**src/result_ring_regs.svh**
```systemverilog
`ifndef RESULT_RING_REGS_SVH
`define RESULT_RING_REGS_SVH
// ****************************************************************
// low word bit positions
// ****************************************************************
`define RR_VALID_BIT 31
`define RR_OVERFLOW_BIT 30
`define RR_CMD_ERR_BIT 29
`define RR_HOST_ABORT_BIT 28
`define RR_TIMEOUT_BIT 27
`define RR_CIPHER_BIT 26
`define RR_ORDER_BIT 25
`define RR_CORRUPT_BIT 24
`define RR_PARITY_BIT 23
`define RR_SUMMARY_BIT 22
`define RR_CMP_TOKEN_BIT 21
`define RR_CMP_CRC_BIT 20
`define RR_CMP_OVERRUN_BIT 19
`define RR_CMP_DATA_BIT 18
`define RR_CMP_RCRC_BIT 17
`define RR_IDX_HI_MSB 16
`define RR_IDX_HI_LSB 11
`define RR_MGR_MSB 10
`define RR_MGR_LSB 8
`define RR_IDX_LO_MSB 7
`define RR_IDX_LO_LSB 0
`define RR_IDX_SPLIT 8
// ****************************************************************
// high word bit positions (64-bit entry)
// ****************************************************************
`define RR_M_TIMEOUT_BIT 61
`define RR_M_ABORT_BIT 60
`define RR_M_CORRUPT_BIT 59
`define RR_M_CRC_BIT 58
`define RR_M_KEY_SLOT_BIT 57
`define RR_M_WIDE_KEY_BIT 56
`define RR_M_KEY_ACC_BIT 55
`define RR_M_PARITY_BIT 54
`define RR_C_CRC_BIT 48
`define RR_C_VERIFY_BIT 47
`define RR_C_AUTH_BIT 46
`define RR_D_CRC_BIT 44
`define RR_D_VERIFY_BIT 43
`define RR_Z_TOKEN_BIT 40
`define RR_Z_CRC_BIT 39
`define RR_Z_OVERRUN_BIT 38
`define RR_Z_DATA_BIT 37
`define RR_Z_RCRC_BIT 36
// ****************************************************************
// entry sizes and reset values
// ****************************************************************
`define RR_NARROW_BYTES_LOG2 2
`define RR_WIDE_BYTES_LOG2 3
`define RR_MGR_MAX 3'h5
`define RR_PHASE_RESET 1'h1
`endif

```
**src/result_ring_pkg.sv**
```systemverilog
`default_nettype none
package result_ring_pkg;
  typedef enum logic [1:0] {
    st_idle,
    st_post
  } post_state_t;
  typedef logic [63:0] entry_t;
endpackage : result_ring_pkg
`default_nettype wire

```
**src/result_ring_pointer.sv**
```systemverilog
`include "result_ring_regs.svh"
`default_nettype none
module result_ring_pointer #(
  parameter int IDX_W = 14
) (
  input wire logic i_clk,
  input wire logic i_rst,
  input wire logic i_advance,
  input wire logic [IDX_W:0] i_ring_entries,
  output logic [IDX_W-1:0] o_ptr,
  output logic o_phase
);
  logic [IDX_W-1:0] ptr_q;
  logic [IDX_W-1:0] ptr_d;
  logic phase_q;
  logic phase_d;

  // ****************************************************************
  // write pointer, wraps at command pointer ring size
  // ****************************************************************
  always_comb begin
    ptr_d = ptr_q;
    phase_d = phase_q;
    if (i_advance) begin
      if ({1'b0, ptr_q} + {{IDX_W{1'b0}}, 1'b1} >= i_ring_entries) begin
        ptr_d = '0;
        phase_d = ~phase_q;
      end else begin
        ptr_d = ptr_q + {{(IDX_W-1){1'b0}}, 1'b1};
      end
    end
  end

  always_ff @(posedge i_clk) begin
    if (i_rst) begin
      ptr_q <= '0;
      phase_q <= `RR_PHASE_RESET;
    end else begin
      ptr_q <= ptr_d;
      phase_q <= phase_d;
    end
  end

  assign o_ptr = ptr_q;
  assign o_phase = phase_q;
endmodule : result_ring_pointer
`default_nettype wire

```
**src/result_ring_status_writer.sv**
```systemverilog
// Function
// - write one entry per finished command, then advance the write pointer.
// - ring holds as many entries as the command pointer ring; wrap there.
// - entry format selectable, 32-bit or 64-bit.
// - bit 31 valid marker inverts each time the pointer wraps.
// - bit 30 set on destination buffer overflow.
// - bit 29 is OR of all error flags except overflow.
// - aborted host read terminates command and sets bit 28.
// - bit 27 set on read completion timeout.
// - bit 26 set on encryption engine error.
// - bit 25 set on out-of-order completion packets.
// - bit 24 set on missing end-of-record or output after it.
// - bit 23 set on transfer ECC or parity error.
// - bit 22 summary set when any error flag is set.
// - compressor faults on bits 21 to 17.
// - 14-bit command index split into 16:11 and 7:0.
// - bits 10:8 carry reporting manager 0 to 5.
// - 64-bit entry: summary in 31:17, detail in 63:32.
// - manager timeout 61, host abort 60, corruption 59.
// - manager crc 58, key slot 57, wide key 56, key access 55, parity 54.
// - cipher crc 48, verify 47, auth 46, digest crc 44, verify 43.
// - compressor detail on bits 40 to 36.
`include "result_ring_regs.svh"
`default_nettype none
module result_ring_status_writer
  import result_ring_pkg::*;
#(
  parameter int IDX_W = 14,
  parameter int ADDR_W = 64
) (
  input wire logic i_clk,
  input wire logic i_rst,
  input wire logic i_wide_format,
  input wire logic [ADDR_W-1:0] i_ring_base,
  input wire logic [IDX_W:0] i_ring_entries,
  input wire logic i_cmpl_valid,
  output logic o_cmpl_ready,
  input wire logic [IDX_W-1:0] i_completed_command_index,
  input wire logic [2:0] i_reporting_manager_id,
  input wire logic i_dest_overflow_flag,
  input wire logic i_host_abort_flag,
  input wire logic i_read_reply_timeout_flag,
  input wire logic i_cipher_engine_fault,
  input wire logic i_reply_order_fault,
  input wire logic i_record_end_marker,
  input wire logic i_output_after_end,
  input wire logic i_dma_parity_fault,
  input wire logic i_compressor_token_fault,
  input wire logic i_compressor_checksum_fault,
  input wire logic i_compressor_overrun_fault,
  input wire logic i_compressor_data_fault,
  input wire logic i_record_checksum_fault,
  input wire logic i_manager_checksum_fault,
  input wire logic i_manager_key_slot_fault,
  input wire logic i_manager_wide_key_fault,
  input wire logic i_manager_key_access_fault,
  input wire logic i_manager_parity_fault,
  input wire logic i_cipher_checksum_fault,
  input wire logic i_cipher_verify_fault,
  input wire logic i_cipher_auth_fault,
  input wire logic i_digest_checksum_fault,
  input wire logic i_digest_verify_fault,
  output logic o_wr_valid,
  input wire logic i_wr_ready,
  output logic [ADDR_W-1:0] o_wr_addr,
  output result_ring_pkg::entry_t o_wr_data,
  output logic o_wr_wide,
  output logic o_cmd_terminate,
  output logic [IDX_W-1:0] o_wr_ptr,
  output logic o_valid_phase
);
  import result_ring_pkg::*;

  if (IDX_W < 9 || IDX_W > 14 || ADDR_W < IDX_W + 4) begin : g_param_check
    $error("result_ring_status_writer: unsupported IDX_W or ADDR_W");
  end

  post_state_t state_q;
  post_state_t state_d;
  logic ready_q;
  logic ready_d;
  logic wr_valid_q;
  logic wr_valid_d;
  logic [ADDR_W-1:0] addr_q;
  logic [ADDR_W-1:0] addr_d;
  entry_t data_q;
  entry_t data_d;
  logic wide_q;
  logic wide_d;
  logic term_q;
  logic term_d;
  logic advance;
  logic take;
  logic [IDX_W-1:0] ptr;
  logic phase;
  logic [13:0] idx14;
  logic corrupt;
  logic cipher_any;
  logic cmd_err;
  logic any_err;
  entry_t entry;
  logic [ADDR_W-1:0] offset;

  // ****************************************************************
  // pointer and wrap phase
  // ****************************************************************
  result_ring_pointer #(
    .IDX_W(IDX_W)
  ) u_pointer (
    .i_clk(i_clk),
    .i_rst(i_rst),
    .i_advance(advance),
    .i_ring_entries(i_ring_entries),
    .o_ptr(ptr),
    .o_phase(phase)
  );

  // ****************************************************************
  // entry assembly
  // ****************************************************************
  always_comb begin
    idx14 = 14'(i_completed_command_index);
    corrupt = ~i_record_end_marker | i_output_after_end;
    cipher_any = i_cipher_engine_fault | i_cipher_checksum_fault | i_cipher_verify_fault | i_cipher_auth_fault;
    cmd_err = i_host_abort_flag | i_read_reply_timeout_flag | cipher_any | i_reply_order_fault | corrupt
            | i_dma_parity_fault | i_compressor_token_fault | i_compressor_checksum_fault
            | i_compressor_overrun_fault | i_compressor_data_fault | i_record_checksum_fault
            | i_manager_checksum_fault | i_manager_key_slot_fault | i_manager_wide_key_fault
            | i_manager_key_access_fault | i_manager_parity_fault | i_digest_checksum_fault
            | i_digest_verify_fault;
    any_err = cmd_err | i_dest_overflow_flag;
    entry = '0;
    entry[`RR_VALID_BIT] = phase;
    entry[`RR_OVERFLOW_BIT] = i_dest_overflow_flag;
    entry[`RR_CMD_ERR_BIT] = cmd_err;
    entry[`RR_HOST_ABORT_BIT] = i_host_abort_flag;
    entry[`RR_TIMEOUT_BIT] = i_read_reply_timeout_flag;
    entry[`RR_CIPHER_BIT] = cipher_any;
    entry[`RR_ORDER_BIT] = i_reply_order_fault;
    entry[`RR_CORRUPT_BIT] = corrupt;
    entry[`RR_PARITY_BIT] = i_dma_parity_fault;
    entry[`RR_SUMMARY_BIT] = any_err;
    entry[`RR_CMP_TOKEN_BIT] = i_compressor_token_fault;
    entry[`RR_CMP_CRC_BIT] = i_compressor_checksum_fault;
    entry[`RR_CMP_OVERRUN_BIT] = i_compressor_overrun_fault;
    entry[`RR_CMP_DATA_BIT] = i_compressor_data_fault;
    entry[`RR_CMP_RCRC_BIT] = i_record_checksum_fault;
    entry[`RR_IDX_HI_MSB:`RR_IDX_HI_LSB] = idx14[13:`RR_IDX_SPLIT];
    entry[`RR_IDX_LO_MSB:`RR_IDX_LO_LSB] = idx14[`RR_IDX_SPLIT-1:0];
    if (i_reporting_manager_id <= `RR_MGR_MAX) begin
      entry[`RR_MGR_MSB:`RR_MGR_LSB] = i_reporting_manager_id;
    end
    if (i_wide_format) begin
      entry[`RR_M_TIMEOUT_BIT] = i_read_reply_timeout_flag;
      entry[`RR_M_ABORT_BIT] = i_host_abort_flag;
      entry[`RR_M_CORRUPT_BIT] = corrupt;
      entry[`RR_M_CRC_BIT] = i_manager_checksum_fault;
      entry[`RR_M_KEY_SLOT_BIT] = i_manager_key_slot_fault;
      entry[`RR_M_WIDE_KEY_BIT] = i_manager_wide_key_fault;
      entry[`RR_M_KEY_ACC_BIT] = i_manager_key_access_fault;
      entry[`RR_M_PARITY_BIT] = i_manager_parity_fault;
      entry[`RR_C_CRC_BIT] = i_cipher_checksum_fault;
      entry[`RR_C_VERIFY_BIT] = i_cipher_verify_fault;
      entry[`RR_C_AUTH_BIT] = i_cipher_auth_fault;
      entry[`RR_D_CRC_BIT] = i_digest_checksum_fault;
      entry[`RR_D_VERIFY_BIT] = i_digest_verify_fault;
      entry[`RR_Z_TOKEN_BIT] = i_compressor_token_fault;
      entry[`RR_Z_CRC_BIT] = i_compressor_checksum_fault;
      entry[`RR_Z_OVERRUN_BIT] = i_compressor_overrun_fault;
      entry[`RR_Z_DATA_BIT] = i_compressor_data_fault;
      entry[`RR_Z_RCRC_BIT] = i_record_checksum_fault;
    end
    if (i_wide_format) begin
      offset = ADDR_W'({ptr, {`RR_WIDE_BYTES_LOG2{1'b0}}});
    end else begin
      offset = ADDR_W'({ptr, {`RR_NARROW_BYTES_LOG2{1'b0}}});
    end
  end

  // ****************************************************************
  // posting sequence
  // ****************************************************************
  assign take = ready_q & i_cmpl_valid;
  assign advance = (state_q == st_post) & i_wr_ready;

  always_comb begin
    state_d = state_q;
    addr_d = addr_q;
    data_d = data_q;
    wide_d = wide_q;
    wr_valid_d = wr_valid_q;
    term_d = 1'b0;
    unique case (state_q)
      st_idle: begin
        if (take) begin
          state_d = st_post;
          addr_d = i_ring_base + offset;
          data_d = entry;
          wide_d = i_wide_format;
          wr_valid_d = 1'b1;
          term_d = i_host_abort_flag;
        end
      end
      st_post: begin
        if (i_wr_ready) begin
          state_d = st_idle;
          wr_valid_d = 1'b0;
        end
      end
      default: begin
        state_d = st_idle;
        wr_valid_d = 1'b0;
      end
    endcase
    ready_d = (state_d == st_idle);
  end

  always_ff @(posedge i_clk) begin
    if (i_rst) begin
      state_q <= st_idle;
      ready_q <= 1'b0;
      wr_valid_q <= 1'b0;
      addr_q <= '0;
      data_q <= '0;
      wide_q <= 1'b0;
      term_q <= 1'b0;
    end else begin
      state_q <= state_d;
      ready_q <= ready_d;
      wr_valid_q <= wr_valid_d;
      addr_q <= addr_d;
      data_q <= data_d;
      wide_q <= wide_d;
      term_q <= term_d;
    end
  end

  assign o_cmpl_ready = ready_q;
  assign o_wr_valid = wr_valid_q;
  assign o_wr_addr = addr_q;
  assign o_wr_data = data_q;
  assign o_wr_wide = wide_q;
  assign o_cmd_terminate = term_q;
  assign o_wr_ptr = ptr;
  assign o_valid_phase = phase;
endmodule : result_ring_status_writer
`default_nettype wire

```
**config.mk**
```make
export PLATFORM = sky130hd
export DESIGN_NAME = result_ring_status_writer
export DESIGN_NICKNAME = d
export VERILOG_FILES = /design/src/result_ring_pkg.sv /design/src/result_ring_pointer.sv /design/src/result_ring_status_writer.sv
export VERILOG_INCLUDE_DIRS = /design/src /design/src/src
export SDC_FILE = /design/constraint.sdc
export NUM_CORES = 1
export LEC_CHECK = 0
export ABC_CLOCK_PERIOD_IN_PS = 5550
export BUFFER_PORTS_ARGS = -buffer_cell sky130_fd_sc_hd__buf_4
export CAP_MARGIN = 20
export CORE_MARGIN = 2
export CORE_UTILIZATION = 50
export CTS_BUF_LIST = sky130_fd_sc_hd__clkbuf_4 sky130_fd_sc_hd__clkbuf_8 sky130_fd_sc_hd__clkbuf_16
export CTS_CLUSTER_DIAMETER = 200
export DETAILED_ROUTE_END_ITERATION = 6
export PLACE_DENSITY_LB_ADDON = 0.05
export SKIP_LAST_GASP = 1
export SYNTH_ARGS = -nofsm -noshare
export SYNTH_HDL_FRONTEND = slang
export SYNTH_SLANG_ARGS = --single-unit
```
**constraint.sdc**
```tcl
create_clock -name i_clk -period 5.55 [get_ports i_clk]
set_input_delay 0.8325 -clock i_clk [delete_from_list [all_inputs] [get_ports i_clk]]
set_output_delay 0.8325 -clock i_clk [all_outputs]
set_load 0.02 [all_outputs]
```
==> flow_metrics.py <==
metrics = {
    "run_status": {
        "status": "completed",
    },
    "sta": {
        "min_period_ns": 3.96,
        "finalHoldViolCount": 0,
        "finalSetupViolations": 0,
        "clock.fmax_mhz": 253,
        "fin_worst_skew_ns": 0.00655,
        "finalMaxSlewViolations": 0,
        "finalSetupTns_ns": 0,
        "rsz0062_at_grt": "false",
        "slew_headroom_pct": 30.4,
        "fin_ws_ns": 1.59,
        "fin_crit_sh_pct": 71.3,
        "worstMarginPinSlew_ns": 1.04,
    },
    "synthesis": {
        "ys_seq_area_share_pct": 36.2,
        "synthAdderAreaFrac_pct": 5.46,
        "ys.flop_type": "dfxtp_1",
        "ys_seq_elements": 135,
        "ys_warn_count": 0,
        "syn_area_um2": 7470,
        "synth_compound_area_share_pct": 20.9,
        "synthMuxAreaShare_pct": 2.23,
        "synth_area_per_cell_um2": 7.87,
        "synthArstFlopShare_pct": 0,
        "yosysUniqueCellTypes": 63,
        "synth_xor_area_share_pct": 6.22,
        "synth-simple-area-share_pct": 22.8,
        "synth_edf_count": 0,
        "syn-instance-count": 949,
        "synth_top_family_by_area": "simple AND/OR/NAND/NOR gates",
    },
    "finish": {
        "multiInputGateArea_um2": 4370,
        "syn_to_final_growth_pct": 34.3,
        "antennaDiodeCount": 0,
        "layout.nets": 1323,
        "fillers": 1254,
        "fin_util_pct": 68.8,
        "drive_above_1_share_pct": 27.5,
        "design_area_um2": 10000,
        "seq_area_um2": 2700,
    },
    "worst_hold_path": {
        "holdPathStages": 2,
        "hp-class": "reg2reg",
        "whs_endpoint": "o_wr_addr[6]$_SDFFE_PP0P_",
        "worstHoldStart": "o_wr_addr[6]$_SDFFE_PP0P_",
    },
    "routing": {
        "drt_iter0_drc": 506,
        "drt-total-wl_mm": 21.4,
        "drc": 0,
        "num_vias": 7517,
        "drt-vias-per-instance": 5.51,
        "post_drt_wl_per_cell_um": 15.7,
        "first_pass_iters": 5,
        "antenna_left": 0,
    },
    "cts": {
        "htreeDepth": 4,
        "cts_buffers": 17,
        "clkSinkCount": 135,
        "hold_buffers": 0,
        "clockBufferDepth": 2,
        "cts_setup_buffers": 0,
        "clkSlewWorstSetupHoldPaths_ns": 0.06,
        "cts_tree": "yes",
        "clock_latency_ns": 0.42,
        "root_buffer": "clkbuf_16",
        "cts-resized-gates": 0,
    },
    "placement": {
        "portBuffers": 256,
        "gp_congestion": 0.885,
        "hpwl_mm": 15.0,
        "placed_area_um2": 9370,
        "preCtsSetupSlack_ns": 1.47,
    },
    "setup_path": {
        "r2r_cells": 15,
        "crit_buf_inv": 2,
        "crit_family": "simple AND/OR/NAND/NOR gates",
        "cp.required_ns": 5.91,
        "startpoint_type": "register",
        "rr_startpoint": "u_pointer.o_ptr[0]$_SDFFE_PP0P_",
        "r2r_slack_ns": 1.59,
        "critical_path.endpoint_type": "register",
        "slowest_stage": "dfxtp_1",
        "crit_path_max_fanout": 17,
        "timing.rr.end": "u_pointer.o_ptr[5]$_SDFFE_PP0P_",
        "critical_path.max_stage_delay_ns": 0.52,
        "worstPathCellList": "ha_1, and3_1, and3_1, nand3_1, nor2_1, xor2_1, ha_1, a21o_1, a21o_1, a21oi_1, o211ai_1, buf_4, nor3_1, buf_4, a22o_1",
        "arrival_ns": 4.32,
        "critical_path_class": "reg2reg",
    },
    "global_route": {
        "grt_overflow": 0,
        "grt_max_degree": 105,
        "grt_pass1_wl_mm": 34.3,
        "antenna_found_initial": 0,
        "grt_pass1_vias": 6845,
        "grt_use_total_pct": 26.2,
    },
    "floorplan": {
        "dieArea_um2": 15900,
        "ios": 271,
        "die_h_um": 126,
        "coreArea_um2": 14600,
        "initial_utilization_pct": 51.2,
        "die_w_um": 126,
        "row_count": 44,
    },
    "power_and_ir_drop": {
        "power.total_mw": 2.55,
        "power_density_nw_per_um2": 255,
        "ir_drop_mv": 0.214,
        "leakage_nw": 4.37,
    },
    "flow_run": {
        "cap_violations": 0,
    },
}
==> registers in the layout (all words and copies together), names as in the netlist <==
register / flops
u_pointer.o_phase: 1
o_wr_data: 50
state_q: 2
o_wr_addr: 64
o_wr_wide: 1
o_cmd_terminate: 1
u_pointer.o_ptr: 14
o_wr_valid: 1
o_cmpl_ready: 1
==> cells by family after synthesis <==
group	after synthesis
AOI/OAI and AO/OA	259
xor gates and xnor gates	53
adders and majority gates	32
buffers and inverters	107
DFF	135
muxes	15
other	1
and+or+nand+nor	347
==> through the flow <==
step	instances	hold slack (ns)
after floorplan	963	0.443
after global placement	1330	0.436
after detailed placement	1330	0.446
after CTS	1362	0.455
after global routing	1364	0.471
final	1364	0.452
==> routing by layer <==
metal | vias to the layer above | global-route usage [%] | routed length [um]
met5 | - | 0 | 0
met4 | 0 | 8.66 | 489
met3 | 32 | 6.41 | 1390
met2 | 231 | 42.9 | 10100
met1 | 3494 | 34.0 | 9450
li1 | 3760 | - | -
==> final cells by class <==
class | count | share of cell area (%)
multi-input cells | 721 | 43.6
clock inverters | 12 | 1.66
inverters | 29 | 1.09
well taps | 184 | 2.29
clock buffers | 20 | 4.59
repair buffers | 263 | 19.9
flip-flops and latches | 135 | 26.9
==> tightest hold or removal path, stage by stage (launching register included) <==
cell and delay (ns):
dfxtp_1 0.31, nand2_1 0.05, a21oi_1 0.05
==> worst max-delay path by stage <==
stage	from	endpoint	slack (ns)	depth (start not counted)
2_1_floorplan	i_wide_format	o_wr_addr[37]$_SDFFE_PP0P_	1.65	13
3_3_place_gp	i_wide_format	o_wr_addr[32]$_SDFFE_PP0P_	1.48	10
3_5_place_dp	i_wide_format	o_wr_addr[32]$_SDFFE_PP0P_	1.47	12
4_1_cts	u_pointer.o_ptr[0]$_SDFFE_PP0P_	u_pointer.o_ptr[5]$_SDFFE_PP0P_	1.62	15
5_1_grt	u_pointer.o_ptr[0]$_SDFFE_PP0P_	u_pointer.o_ptr[5]$_SDFFE_PP0P_	1.28	15
6_report	u_pointer.o_ptr[0]$_SDFFE_PP0P_	u_pointer.o_ptr[5]$_SDFFE_PP0P_	1.59	15
==> layout by cell type (no fill, tap or decap), drive strengths merged, types with 8 or more instances in the layout <==
master    n
nand3    51
nor2     42
a22o      9
mux2     13
nor3     21
nand2   144
clkbuf   20
a21oi   129
buf     263
xnor2    38
nand2b    9
xor2     15
a211oi   15
ha       31
and3     17
conb     15
nand4    19
dfxtp   135
o31ai    10
a21o      8
o211ai    8
nor4     10
o21ai    54
inv      33
==> synth_stat cells (all sizes together), types with 3 or more instances <==
| master | number | share of area, % |
|---|---|---|
| nand2 | 144 | 7.2 |
| dfxtp | 135 | 36 |
| a21oi | 129 | 8.6 |
| o21ai | 54 | 3.6 |
| clkbuf | 53 | 2.7 |
| nand3 | 51 | 3.4 |
| nor2 | 42 | 2.1 |
| xnor2 | 38 | 4.5 |
| ha | 31 | 5.2 |
| inv | 29 | 1.5 |
| buf | 25 | 2.1 |
| nor3 | 21 | 1.5 |
| nand4 | 19 | 2.0 |
| and3 | 17 | 1.4 |
| a211oi | 15 | 1.7 |
| xor2 | 15 | 1.8 |
| mux2 | 13 | 2.0 |
| nor4 | 10 | 0.92 |
| o31ai | 10 | 1.0 |
| a22o | 9 | 1.1 |
| nand2b | 9 | 0.75 |
| a21o | 8 | 0.80 |
| o211ai | 8 | 0.80 |
| nand3b | 6 | 0.60 |
| nor2b | 6 | 0.50 |
| or3 | 6 | 0.50 |
| a2111oi | 4 | 0.80 |
| a211o | 4 | 0.47 |
| a31oi | 4 | 0.34 |
| a31o | 3 | 0.35 |
| and3b | 3 | 0.35 |
| nor3b | 3 | 0.45 |
==> where the power goes <==
part | switching (mW) | leakage, nW | internal (mW) | total, mW
combinational | 0.189 | 2.97 | 0.146 | 0.335
clock | 0.454 | 0.307 | 0.744 | 1.20
sequential | 0.0177 | 1.10 | 1.00 | 1.02
total | 0.660 | 4.37 | 1.89 | 2.55
No activity file was read; power rests on OpenSTA's default activity.
